### src/eatp_params.svh
`ifndef EATP_PARAMS_SVH
`define EATP_PARAMS_SVH

// Frame layout.
`define EATP_DELIM 8'h7e
`define EATP_TYPE_EXPLICIT 8'h11
`define EATP_OFS_TYPE 16'd3
`define EATP_OFS_ID 16'd4
`define EATP_OFS_DEST 16'd5
`define EATP_OFS_RSVD 16'd13
`define EATP_OFS_SRC_EP 16'd15
`define EATP_OFS_DST_EP 16'd16
`define EATP_OFS_CLUSTER 16'd17
`define EATP_OFS_PROFILE 16'd19
`define EATP_OFS_RADIUS 16'd21
`define EATP_OFS_OPTS 16'd22
`define EATP_OFS_PAYLOAD 16'd23
`define EATP_HDR_LEN 16'd20
`define EATP_CSUM_BASE 8'hff

// Option bits.
`define EATP_OPT_NO_ACK 0
`define EATP_OPT_NO_ROUTE 1
`define EATP_OPT_NACK 2
`define EATP_OPT_TRACE 3
`define EATP_OPT_SECURE 4
`define EATP_SECURE_OVERHEAD 16'd4

// Special values.
`define EATP_CLUSTER_LOOPBACK 16'h0012
`define EATP_BCAST_ADDR 64'h000000000000ffff
`define EATP_TYPE_ROUTE_INFO 8'h8d
`define EATP_TYPE_XSTATUS 8'h8b

// Register map.
`define EATP_REG_CTRL 12'h000
`define EATP_REG_CONFIG 12'h004
`define EATP_REG_STATUS 12'h008
`define EATP_REG_FRAME 12'h00c
`define EATP_REG_ADDR_HI 12'h010
`define EATP_REG_ADDR_LO 12'h014
`define EATP_REG_APP 12'h018
`define EATP_REG_COUNTS 12'h01c

// Reset values.
`define EATP_RST_HOPS 8'h00
`define EATP_RST_OPTS 8'hc0
`define EATP_RST_NP 16'h0100
`define EATP_RST_AO 8'h00

`endif

### src/eatp_pkg.sv
package eatp_pkg;

    typedef enum logic [3:0] {
        EATP_IDLE = 4'b0000,
        EATP_LEN_HI = 4'b0001,
        EATP_LEN_LO = 4'b0010,
        EATP_BODY = 4'b0011,
        EATP_CSUM = 4'b0100
    } eatp_state_t;

    typedef enum logic [1:0] {
        EATP_DM_INVALID = 2'b00,
        EATP_DM_P2MP = 2'b01,
        EATP_DM_DIRECTED = 2'b10,
        EATP_DM_MESH = 2'b11
    } eatp_method_t;

endpackage

### src/eatp_parser.sv
// The implementer's own choices: the placing of the registers and the APB slave port.
`timescale 1ns/1ps
`default_nettype none
`include "eatp_params.svh"

// How it works
// - Length counts bytes before checksum.
// - Offset 3 must be type 0x11.
// - Echo frame id; zero means silence.
// - Zero radius uses stored hop limit.
// - Zero options use stored default options.
// - Payload from 23, within stored maximum.
// - Checksum is 0xFF minus byte sum.
// - Bit 0 disables unicast acknowledgments.
// - Bit 1 skips mesh route discovery.
// - Bit 3 requests route information frames; bit 2 only on failed transmit.
// - Bit 4 encrypts, payload four less.
// - Bits 7:6 select delivery method.
// - Loopback cluster received is echoed back.
// - Returned loopback gives receive frame.
// - Nonzero id returns extended status frame.
module eatp_parser (
    input wire logic pclk,
    input wire logic presetn,
    input wire logic psel,
    input wire logic penable,
    input wire logic pwrite,
    input wire logic [11:0] paddr,
    input wire logic [31:0] pwdata,
    output logic [31:0] prdata,
    output logic pready,
    output logic pslverr,
    input wire logic rx_valid,
    input wire logic [7:0] rx_byte,
    input wire logic tx_done,
    input wire logic tx_success,
    input wire logic rx_loop_valid,
    input wire logic [15:0] rx_loop_cluster,
    output logic frame_ok,
    output logic frame_drop,
    output logic payload_valid,
    output logic [7:0] payload_byte,
    output logic status_valid,
    output logic [7:0] status_type,
    output logic [7:0] status_id,
    output logic status_ok,
    output logic route_info_req,
    output logic echo_back,
    output logic host_rx_valid,
    output logic [7:0] host_rx_format,
    output logic ack_req,
    output logic route_disc,
    output logic encrypt,
    output logic [7:0] hop_limit,
    output logic [1:0] delivery
);
    // ***********************************
    // State and register bank
    // ***********************************
    typedef struct packed {
        eatp_pkg::eatp_state_t st;
        logic [15:0] len;
        logic [15:0] pos;
        logic [7:0] sum;
        logic [7:0] fid;
        logic [63:0] dest;
        logic [7:0] src_ep;
        logic [7:0] dst_ep;
        logic [15:0] cluster;
        logic [15:0] profile;
        logic [7:0] radius;
        logic [7:0] opts;
        logic bad_type;
        logic frame_ok;
        logic frame_drop;
        logic payload_valid;
        logic [7:0] payload_byte;
        logic status_valid;
        logic [7:0] status_type;
        logic [7:0] status_id;
        logic status_ok;
        logic route_info_req;
        logic echo_back;
        logic host_rx_valid;
        logic ack_req;
        logic route_disc;
        logic encrypt;
        logic [7:0] hop_limit;
        logic [1:0] delivery;
        logic pend;
        logic [7:0] pend_id;
        logic pend_nack;
        logic pend_trace;
        logic pend_loop;
        logic [15:0] ok_cnt;
        logic [15:0] drop_cnt;
    } eatp_state_s_t;

    eatp_state_s_t s;
    eatp_state_s_t next_s;

    logic [7:0] hops_cfg;
    logic [7:0] opts_cfg;
    logic [15:0] np_cfg;
    logic [7:0] ao_cfg;
    logic [7:0] opts_eff;
    eatp_pkg::eatp_method_t method;
    logic [15:0] pay_limit;
    logic [15:0] pay_len;
    logic [7:0] new_sum;

    eatp_apb_regs u_regs (
        .pclk(pclk),
        .presetn(presetn),
        .psel(psel),
        .penable(penable),
        .pwrite(pwrite),
        .paddr(paddr),
        .pwdata(pwdata),
        .status_word({16'h0000, 6'h00, s.delivery, 3'h0, s.pend, 1'b0, s.bad_type,
                      s.frame_drop, s.frame_ok}),
        .frame_word({s.fid, s.radius, s.opts, s.src_ep}),
        .addr_hi(s.dest[63:32]),
        .addr_lo(s.dest[31:0]),
        .app_word({s.cluster, s.profile}),
        .count_word({s.drop_cnt, s.ok_cnt}),
        .prdata(prdata),
        .pready(pready),
        .pslverr(pslverr),
        .stored_hop_limit(hops_cfg),
        .default_transmit_options(opts_cfg),
        .max_payload_bytes(np_cfg),
        .receive_output_format(ao_cfg),
        .config_word()
    );

    eatp_opt_decode u_opt (
        .opts_in(s.opts),
        .default_opts(opts_cfg),
        .max_payload(np_cfg),
        .opts_eff(opts_eff),
        .method(method),
        .payload_limit(pay_limit)
    );

    // ***********************************
    // Frame parser
    // ***********************************
    function automatic logic [15:0] eatp_shift16(input logic [15:0] v, input logic [7:0] b);
        eatp_shift16 = {v[7:0], b};
    endfunction

    always_comb begin
        next_s = s;
        pay_len = (s.len > `EATP_HDR_LEN) ? s.len - `EATP_HDR_LEN : 16'h0000;
        new_sum = s.sum + rx_byte;
        next_s.frame_ok = 1'b0;
        next_s.frame_drop = 1'b0;
        next_s.payload_valid = 1'b0;
        next_s.status_valid = 1'b0;
        next_s.route_info_req = 1'b0;
        next_s.echo_back = 1'b0;
        next_s.host_rx_valid = 1'b0;
        if (rx_valid) begin
            case (s.st)
                eatp_pkg::EATP_IDLE: begin
                    if (rx_byte == `EATP_DELIM) begin
                        next_s.st = eatp_pkg::EATP_LEN_HI;
                    end
                end
                eatp_pkg::EATP_LEN_HI: begin
                    next_s.len = {8'h00, rx_byte};
                    next_s.st = eatp_pkg::EATP_LEN_LO;
                end
                eatp_pkg::EATP_LEN_LO: begin
                    next_s.len = eatp_shift16(s.len, rx_byte);
                    next_s.pos = `EATP_OFS_TYPE;
                    next_s.sum = 8'h00;
                    next_s.bad_type = 1'b0;
                    next_s.st = (eatp_shift16(s.len, rx_byte) == 16'h0000) ?
                                eatp_pkg::EATP_CSUM : eatp_pkg::EATP_BODY;
                end
                eatp_pkg::EATP_BODY: begin
                    next_s.sum = new_sum;
                    next_s.pos = s.pos + 16'd1;
                    if (s.pos == `EATP_OFS_TYPE && rx_byte != `EATP_TYPE_EXPLICIT) begin
                        next_s.bad_type = 1'b1;
                    end
                    if (s.pos == `EATP_OFS_ID) begin
                        next_s.fid = rx_byte;
                    end
                    if (s.pos >= `EATP_OFS_DEST && s.pos < `EATP_OFS_RSVD) begin
                        next_s.dest = {s.dest[55:0], rx_byte};
                    end
                    if (s.pos == `EATP_OFS_SRC_EP) begin
                        next_s.src_ep = rx_byte;
                    end
                    if (s.pos == `EATP_OFS_DST_EP) begin
                        next_s.dst_ep = rx_byte;
                    end
                    if (s.pos == `EATP_OFS_CLUSTER || s.pos == `EATP_OFS_CLUSTER + 16'd1) begin
                        next_s.cluster = eatp_shift16(s.cluster, rx_byte);
                    end
                    if (s.pos == `EATP_OFS_PROFILE || s.pos == `EATP_OFS_PROFILE + 16'd1) begin
                        next_s.profile = eatp_shift16(s.profile, rx_byte);
                    end
                    if (s.pos == `EATP_OFS_RADIUS) begin
                        next_s.radius = rx_byte;
                    end
                    if (s.pos == `EATP_OFS_OPTS) begin
                        next_s.opts = rx_byte;
                    end
                    if (s.pos >= `EATP_OFS_PAYLOAD) begin
                        next_s.payload_valid = 1'b1;
                        next_s.payload_byte = rx_byte;
                    end
                    if (s.pos == s.len + 16'd2) begin
                        next_s.st = eatp_pkg::EATP_CSUM;
                    end
                end
                default: begin
                    next_s.st = eatp_pkg::EATP_IDLE;
                    // Discard on bad checksum, method, type, short length or oversized payload.
                    if (new_sum != `EATP_CSUM_BASE || method == eatp_pkg::EATP_DM_INVALID ||
                        s.bad_type || s.len < `EATP_HDR_LEN || pay_len > pay_limit) begin
                        next_s.frame_drop = 1'b1;
                        next_s.drop_cnt = s.drop_cnt + 16'd1;
                    end else begin
                        next_s.frame_ok = 1'b1;
                        next_s.ok_cnt = s.ok_cnt + 16'd1;
                        next_s.ack_req = !opts_eff[`EATP_OPT_NO_ACK];
                        next_s.route_disc = !opts_eff[`EATP_OPT_NO_ROUTE];
                        next_s.encrypt = opts_eff[`EATP_OPT_SECURE];
                        next_s.hop_limit = (s.radius == 8'h00) ? hops_cfg : s.radius;
                        next_s.delivery = method;
                        next_s.pend = 1'b1;
                        next_s.pend_id = s.fid;
                        next_s.pend_nack = opts_eff[`EATP_OPT_NACK];
                        next_s.pend_trace = opts_eff[`EATP_OPT_TRACE];
                        next_s.pend_loop = (s.cluster == `EATP_CLUSTER_LOOPBACK);
                    end
                end
            endcase
        end
        // ***********************************
        // Completion and responses
        // ***********************************
        if (tx_done && s.pend) begin
            // A frame accepted in this same cycle keeps its pending flag.
            next_s.pend = next_s.frame_ok;
            if (s.pend_id != 8'h00) begin
                next_s.status_valid = 1'b1;
                next_s.status_type = `EATP_TYPE_XSTATUS;
                next_s.status_id = s.pend_id;
                next_s.status_ok = tx_success;
            end
            next_s.route_info_req = s.pend_trace || (s.pend_nack && !tx_success);
            next_s.host_rx_valid = s.pend_loop && tx_success;
        end
        if (rx_loop_valid && rx_loop_cluster == `EATP_CLUSTER_LOOPBACK) begin
            next_s.echo_back = 1'b1;
        end
    end

    always_ff @(posedge pclk or negedge presetn) begin
        if (!presetn) begin
            s <= '0;
        end else begin
            s <= next_s;
        end
    end

    assign frame_ok = s.frame_ok;
    assign frame_drop = s.frame_drop;
    assign payload_valid = s.payload_valid;
    assign payload_byte = s.payload_byte;
    assign status_valid = s.status_valid;
    assign status_type = s.status_type;
    assign status_id = s.status_id;
    assign status_ok = s.status_ok;
    assign route_info_req = s.route_info_req;
    assign echo_back = s.echo_back;
    assign host_rx_valid = s.host_rx_valid;
    assign host_rx_format = ao_cfg;
    assign ack_req = s.ack_req;
    assign route_disc = s.route_disc;
    assign encrypt = s.encrypt;
    assign hop_limit = s.hop_limit;
    assign delivery = s.delivery;

    // ***********************************
    // Checks
    // ***********************************
    a_drop_no_ok: assert property (@(posedge pclk) disable iff (!presetn)
        !(frame_ok && frame_drop)) else $error("frame both kept and dropped");
    a_status_id: assert property (@(posedge pclk) disable iff (!presetn)
        status_valid |-> status_id != 8'h00) else $error("status sent for zero id");
    a_status_type: assert property (@(posedge pclk) disable iff (!presetn)
        status_valid |-> status_type == 8'h8b) else $error("wrong status type");
    a_method_valid: assert property (@(posedge pclk) disable iff (!presetn)
        frame_ok |-> delivery != 2'b00) else $error("invalid method accepted");
    a_hop_subst: assert property (@(posedge pclk) disable iff (!presetn)
        frame_ok && $past(s.radius) == 8'h00 |-> hop_limit == $past(hops_cfg))
        else $error("hop limit not substituted");
    a_loop_echo: assert property (@(posedge pclk) disable iff (!presetn)
        rx_loop_valid && rx_loop_cluster == 16'h0012 |=> echo_back)
        else $error("loopback not echoed");
    a_ack_bit: assert property (@(posedge pclk) disable iff (!presetn)
        frame_ok |-> ack_req == !$past(opts_eff[0])) else $error("ack bit wrong");
    a_route_bit: assert property (@(posedge pclk) disable iff (!presetn)
        frame_ok |-> route_disc == !$past(opts_eff[1])) else $error("route bit wrong");
    c_ok: cover property (@(posedge pclk) disable iff (!presetn) frame_ok);
    c_drop: cover property (@(posedge pclk) disable iff (!presetn) frame_drop);
    c_status: cover property (@(posedge pclk) disable iff (!presetn) status_valid);
    c_loop: cover property (@(posedge pclk) disable iff (!presetn) host_rx_valid);
endmodule // eatp_parser

`default_nettype wire

### src/eatp_opt_decode.sv
`timescale 1ns/1ps
`default_nettype none
`include "eatp_params.svh"

module eatp_opt_decode (
    input wire logic [7:0] opts_in,
    input wire logic [7:0] default_opts,
    input wire logic [15:0] max_payload,
    output logic [7:0] opts_eff,
    output eatp_pkg::eatp_method_t method,
    output logic [15:0] payload_limit
);
    always_comb begin
        opts_eff = (opts_in == 8'h00) ? default_opts : opts_in;
        method = eatp_pkg::eatp_method_t'(opts_eff[7:6]);
        if (opts_eff[`EATP_OPT_SECURE] && max_payload >= `EATP_SECURE_OVERHEAD) begin
            payload_limit = max_payload - `EATP_SECURE_OVERHEAD;
        end else if (opts_eff[`EATP_OPT_SECURE]) begin
            payload_limit = 16'h0000;
        end else begin
            payload_limit = max_payload;
        end
    end
endmodule // eatp_opt_decode

`default_nettype wire

### src/eatp_apb_regs.sv
`timescale 1ns/1ps
`default_nettype none
`include "eatp_params.svh"

module eatp_apb_regs (
    input wire logic pclk,
    input wire logic presetn,
    input wire logic psel,
    input wire logic penable,
    input wire logic pwrite,
    input wire logic [11:0] paddr,
    input wire logic [31:0] pwdata,
    input wire logic [31:0] status_word,
    input wire logic [31:0] frame_word,
    input wire logic [31:0] addr_hi,
    input wire logic [31:0] addr_lo,
    input wire logic [31:0] app_word,
    input wire logic [31:0] count_word,
    output logic [31:0] prdata,
    output logic pready,
    output logic pslverr,
    output logic [7:0] stored_hop_limit,
    output logic [7:0] default_transmit_options,
    output logic [15:0] max_payload_bytes,
    output logic [7:0] receive_output_format,
    output logic [31:0] config_word
);
    typedef struct packed {
        logic [31:0] prdata;
        logic pready;
        logic pslverr;
        logic [7:0] hops;
        logic [7:0] opts;
        logic [15:0] np;
        logic [7:0] ao;
    } eatp_regs_t;

    eatp_regs_t r;
    eatp_regs_t next_r;
    logic access;

    always_comb begin
        next_r = r;
        access = psel && !penable;
        next_r.pready = access;
        next_r.pslverr = 1'b0;
        if (access) begin
            next_r.prdata = 32'h0000_0000;
            if (paddr == `EATP_REG_CTRL) begin
                next_r.prdata = {8'h00, r.ao, r.opts, r.hops};
            end else if (paddr == `EATP_REG_CONFIG) begin
                next_r.prdata = {16'h0000, r.np};
            end else if (paddr == `EATP_REG_STATUS) begin
                next_r.prdata = status_word;
            end else if (paddr == `EATP_REG_FRAME) begin
                next_r.prdata = frame_word;
            end else if (paddr == `EATP_REG_ADDR_HI) begin
                next_r.prdata = addr_hi;
            end else if (paddr == `EATP_REG_ADDR_LO) begin
                next_r.prdata = addr_lo;
            end else if (paddr == `EATP_REG_APP) begin
                next_r.prdata = app_word;
            end else if (paddr == `EATP_REG_COUNTS) begin
                next_r.prdata = count_word;
            end else begin
                next_r.pslverr = 1'b1;
            end
        end
        // Writes land only at the edge that completes the access phase.
        if (psel && penable && r.pready && pwrite) begin
            if (paddr == `EATP_REG_CTRL) begin
                next_r.hops = pwdata[7:0];
                next_r.opts = pwdata[15:8];
                next_r.ao = pwdata[23:16];
            end else if (paddr == `EATP_REG_CONFIG) begin
                next_r.np = pwdata[15:0];
            end
        end
    end

    always_ff @(posedge pclk or negedge presetn) begin
        if (!presetn) begin
            r <= '{prdata: 32'h0000_0000, pready: 1'b0, pslverr: 1'b0,
                   hops: `EATP_RST_HOPS, opts: `EATP_RST_OPTS,
                   np: `EATP_RST_NP, ao: `EATP_RST_AO};
        end else begin
            r <= next_r;
        end
    end

    assign prdata = r.prdata;
    assign pready = r.pready;
    assign pslverr = r.pslverr;
    assign stored_hop_limit = r.hops;
    assign default_transmit_options = r.opts;
    assign max_payload_bytes = r.np;
    assign receive_output_format = r.ao;
    assign config_word = {16'h0000, r.np};
endmodule // eatp_apb_regs

`default_nettype wire

### config.mk
export PLATFORM = sky130hd
export DESIGN_NAME = eatp_parser
export DESIGN_NICKNAME = d
export VERILOG_FILES = /design/src/eatp_pkg.sv /design/src/eatp_parser.sv /design/src/eatp_opt_decode.sv /design/src/eatp_apb_regs.sv
export VERILOG_INCLUDE_DIRS = /design/src
export SDC_FILE = /design/constraint.sdc
export NUM_CORES = 1
export LEC_CHECK = 0
export ABC_AREA = 1
export BUFFER_PORTS_ARGS = -buffer_cell sky130_fd_sc_hd__buf_2
export CORE_ASPECT_RATIO = 1.1
export CORE_MARGIN = 4
export CORE_UTILIZATION = 55
export CTS_CLUSTER_DIAMETER = 200
export DETAILED_ROUTE_END_ITERATION = 7
export GPL_ROUTABILITY_DRIVEN = 0
export PLACE_DENSITY = 0.77
export SLEW_MARGIN = 20
export SYNTH_ARGS = -nofsm -noshare
export SYNTH_HDL_FRONTEND = slang
export SYNTH_HIERARCHICAL = 1
export SYNTH_SLANG_ARGS = --single-unit
export TNS_END_PERCENT = 20
### constraint.sdc
create_clock -name pclk -period 2.8 [get_ports pclk]
set_input_delay 0.28 -clock pclk [delete_from_list [all_inputs] [get_ports pclk]]
set_output_delay 0.28 -clock pclk [all_outputs]
set_load 0.01 [all_outputs]
Word-level counts from Yosys, hierarchy flattened
Cells that the tools add are included.

word-level totals
  bits of input ports = 77
  output and inout bits = 87
  word-level logic and storage cells = 185
  register bits = 329

cells by class
  muxes and demuxes = 45
  bitwise operators = 3
  equal/unequal tests = 30
  $lt $le $gt $ge = 7
  reductions and logical operators = 51
  $add $sub $neg = 7

operators with widths
  cell                                                            count
  2-to-1 mux 32 bit                                               8
  equality test 16 x 5 -> 1 bit, second input constant            8
  2-to-1 mux 44 bit                                               2
  2-to-1 mux 16 bit                                               4
  adder 16 x 1 -> 16 bit, second input constant                   3
  equality test 12 x 5 -> 1 bit, second input constant            4
  case mux 24 bit (2 select lines)                                1
  AND reduction 3 bit                                             14
  >= comparator 16 x 3 -> 1 bit, second input constant            2
  case mux 16 bit (2 select lines)                                1
  2-to-1 mux 28 bit                                               1
  equality test 12 x 4 -> 1 bit, second input constant            2
  2-to-1 mux 19 bit                                               1
  2-to-1 mux 18 bit                                               1
  2-to-1 mux 9 bit                                                2
  adder 16 x 2 -> 16 bit, second input constant                   1
  equality test 16 bit                                            1
  equality test 16 x 2 -> 1 bit, second input constant            1
  equality test 16 x 3 -> 1 bit, second input constant            1
  equality test 16 x 4 -> 1 bit, second input constant            1
  >= comparator 16 x 5 -> 1 bit, second input constant            1
  greater-than comparator 16 bit                                  1
  greater-than comparator 16 x 5 -> 1 bit, second input constant  1
  logical NOT 16 bit                                              1
  other kinds (33)                                                80

Depth between registers and ports, before layout
  depth after elaboration = 11
  mapped depth = 28
  mapped depth without buffers = 26

Cells and area by module
The synthesis kept the hierarchy.

by module, submodules not included
  module           area each (um^2)  seq. area each (um^2)  cells an instance  times used
  eatp_parser      12844.8           6356.1                 1461               1
  eatp_apb_regs    5630.4            1855.5                 869                1
  eatp_opt_decode  686.9             0.0                    142                1

Worst setup path after synthesis
Ideal clock, no wire load.

  path type = flip-flop to flip-flop
  start point = register s[255] (netlist bit)
  end point = register s[16] (netlist bit)
  arrival = 2.912 ns
  stages on the path, launching flop included = 22
  slack = -0.237 ns
  required time = 2.676 ns
  buffers on the path = 2
  cell sequence = dfrtp_1 > inv_1 > nand2_1 > nor2_1 > nand4_1 > a21oi_2 > inv_1 > nand3_1 > inv_1 > ha_1 > nand2_1 > inv_1 > nor2_1 > o21a_1 > nand2_1 > nand2_1 > nand2_1 > a21oi_1 > nand3_2 > buf_6 > buf_6 > xnor2_2

on the way
  cells in the longest elaborated chain, start to end = 6

ends and longest elaborated chain
  element                                                                                                         RTL line            text
  start, declared                                                                                                 eatp_parser.sv:99   eatp_state_s_t s;
  start signal, assigned                                                                                          eatp_parser.sv:269  s <= next_s;
  subtractor 16 x 5 -> 16 bit (no source line) / greater-than comparator 16 x 5 -> 1 bit (equally long branches)  --
  2-to-1 mux 16 bit                                                                                               eatp_parser.sv:155  pay_len = (s.len > `EATP_HDR_LEN) ? s.len - `EATP_HDR_LEN : 16'h0000;
  greater-than comparator 16 bit                                                                                  eatp_parser.sv:225  s.bad_type || s.len < `EATP_HDR_LEN || pay_len > pay_limit) begin
  logical OR 1 bit *                                                                                              eatp_parser.sv:224  if (new_sum != `EATP_CSUM_BASE || method == eatp_pkg::EATP_DM_INVALID ||
  NOT 1 bit (no source line) *                                                                                    --
  AND reduction 3 bit (no source line) *                                                                          --

Every way passes the cells marked *; elsewhere a longest branch is shown, timed or not.
A chain may end at the register's enable or synchronous reset.

Worst setup path after layout
  start point = register s[253] (netlist bit)
  end point = register s[22] (netlist bit)

Same word-level chain as after synthesis.

==> reports/results.ini <==
[run_status]
run_status = finished, violations left
failed_checks = design-rule violations, negative setup slack

[pwr]
power_switching_uw = 5189
share_clk_of_total_power_pct = 32.9
power_consumption_uw = 15400
seq_power_share_pct = 36.5
power_report.internal_total_uw = 10210
cell_leakage_power_uw = 0.01222
switching_share_of_power_pct = 33.69
power.density_mw_per_mm2 = 677.6
pwr-share-comb_pct = 30.6
ir_worst_vdd_mv = 0.6549

[clock_network]
clkLatencyLatePin_ns = 0.53
cts_num_sinks = 328
cts-buffers-inserted = 37
cts.reportedPaths.clkPinSlew_ns = 0.06
root_buffer_cell = clkbuf_16
cts_htree_levels = 2
clock_tree_from_tritoncts = built
clock_path_buffers = 3

[floorplanning]
initial_utilization_pct = 55.60
die-width_um = 185.3
placementRows = 71
die_area_sq_mm = 0.03761
chipHeight_um = 203.0
core_region_area_sq_mm = 0.03420
ios = 164

[cells_and_area]
design.final.nets = 2816
drive_gt1_share_pct = 21.58
final_area_sq_mm = 0.02273
max_flop_register = s
layout.core_utilization_pct = 66.45
largest_register_ff_count = 216
num_antenna_cells = 0
layoutNonFillerInstCount = 3167
area_growth_syn_to_layout_pct = 19.53
layout_filler_cell_count = 2738

[global_route]
track_usage_pct = 29.33
grt_busiest_layer = met2
groute.layer.met1.usage_pct = 36.39
overflow = 0
first_global_vias = 17064
met2_usage_pct = 48.99
global_route_wire_length_before_repair_mm = 88.84
grt_antenna_before_repair = 0
grt.met3_usage_pct = 4.085
grt_max_degree = 87

[worst_setup_path]
worst-path-max-fanout = 8
timing_worst_setup_path_type = reg2reg
r2r-start = s[253]$_DFFE_PN0P_
startpoint_type = flip-flop
cp_data_required_time_ns = 3.22
critPathArrivalTime_ns = 3.78
worstSetupEndpointType = flip-flop
timing.critical_path.from = s[253]$_DFFE_PN0P_

[timing]
achievable-frequency_ghz = 0.2971
final_hold_viol_count = 0
final_skew_ns = 0.01588
hold_ws_ns = 0.01422
rsz_0062_raised_after_global_routing = yes
slew_viol_final = 0
finalWorstPathRequiredPeriod_ns = 3.366
timing_worst_slew_pin_value_ns = 0.7892
post-route-period-util_pct = 120.2
slew-limit-headroom_pct = 47.13
timing.final.ws_setup_ns = -0.5661
setup_viol = 59

[route]
detail_route.drc_violations = 1
wire_per_inst_um = 17.80
first_pass_iters = 8
routed_vias = 17557
detail_route.vias_per_cell = 5.544
wl_mm = 56.37
antenna_left = 0
drtIter0Drc = 1671

[synth]
postSynthCellCount = 2452
synth.avg_cell_area_sq_um = 7.755
yosysWarnings = 6
syn-cell-area_sq_mm = 0.01901

[placement]
dpl.hpwl_mm = 39.59
placedCellCount = 3066
port_buffers = 151
detailed_place.area_sq_mm = 0.02073

[job]
timing.max_cap.violations = 0

[hold_path]
hold_class = in2reg
hp-start = pwdata[10]

[layout make-up]
| class | instances | area, sq um | share of cell area [%] |
|---|---|---|---|
| clock buffer | 54 | 1102 | 4.850 |
| timing repair buffer | 325 | 2362 | 10.39 |
| tap | 438 | 548.0 | 2.411 |
| sequential | 328 | 8212 | 36.13 |
| inverter | 278 | 1074 | 4.723 |
| multi-input combinational | 1732 | 9266 | 40.77 |
| clock inverter | 12 | 163.9 | 0.7212 |
[stage by stage]
stage / setup TNS [ns] / setup slack [ns]
finish: -28.10 / -0.5661
global route: -39.78 / -0.7439
floorplan: -0.05497 / -0.01795
CTS: -22.59 / -0.4544
global placement: -18.39 / -0.4315
detailed placement: -26.92 / -0.5856
[routing by layer]
layer	part of all wire, %	routed length [um]
met2	49	27370
met3	6.2	3516
met1	39	21880
met5	0	0
met4	6.4	3602
[power groups by stage]
| stage | logic, uW | clock network (uW) | registers (uW) |
|---|---|---|---|
| 6_report | 4720 | 5060 | 5620 |
| 5_1_grt | 5230 | 5310 | 5680 |
| 4_1_cts | 4360 | 5110 | 5610 |
| 3_5_place_dp | 4080 | 0 | 5680 |
| 3_3_place_gp | 3930 | 0 | 5660 |
| 2_1_floorplan | 2780 | 0 | 5570 |
[cells in the final DEF (no fill, tap or decap), types with 30 or more instances in the layout]
cell         n
a21oi_1     62
buf_2      150
buf_4      137
clkbuf_16   41
conb_1      30
dfrtp_1    325
ha_1        34
inv_1      251
mux2_2      66
nand2_1    631
nand3_1    192
nand4_1     40
nor2_1     247
o21ai_0    120
o21ai_1     32
[repair_timing]
item                                   CTS  global route
hold buffers                            14             0
setup endpoints to repair               59            59
gates resized for setup                 64            57
pin swaps                               15            25
cloned                                   2             2
endpoints found under the hold margin   67             0
setup buffers                           13             4
[final timing paths]
| kind | cells past startpoint | endpoint | slack, ns |
|---|---|---|---|
| setup / recovery | 20 | s[22]$_DFFE_PN0P_ | -0.57 |
| hold / removal | 3 | u_regs/max_payload_bytes[10]$_DFFE_PN0P_ | 0.01 |
| setup reg to reg | 20 | s[22]$_DFFE_PN0P_ | -0.57 |
| hold reg to reg | 2 | s[148]$_DFFE_PN0P_ | 0.48 |
| max in group asynchronous | 3 | payload_byte[4]$_DFFE_PN0P_ | 1.66 |
| min in group asynchronous | 2 | s[137]$_DFFE_PN0P_ | 0.28 |
[critical path, stage by stage, from the launching register on]
cell and delay, ns:
dfrtp_1 0.42, o21ai_2 0.17, inv_2 0.08, nor2_4 0.10, inv_2 0.06, nor2_4 0.10
nand4_1 0.16, nor2_1 0.21, a21oi_2 0.08, nor3_2 0.18, ha_1 0.29, a21oi_2 0.15
o21ai_1 0.08, nor2_1 0.14, nand2_2 0.10, a21oi_4 0.27, nand3_4 0.14, buf_12 0.19
buf_12 0.14, o21ai_2 0.13, nand2_1 0.07
Power figures use the tool's default switching activity.
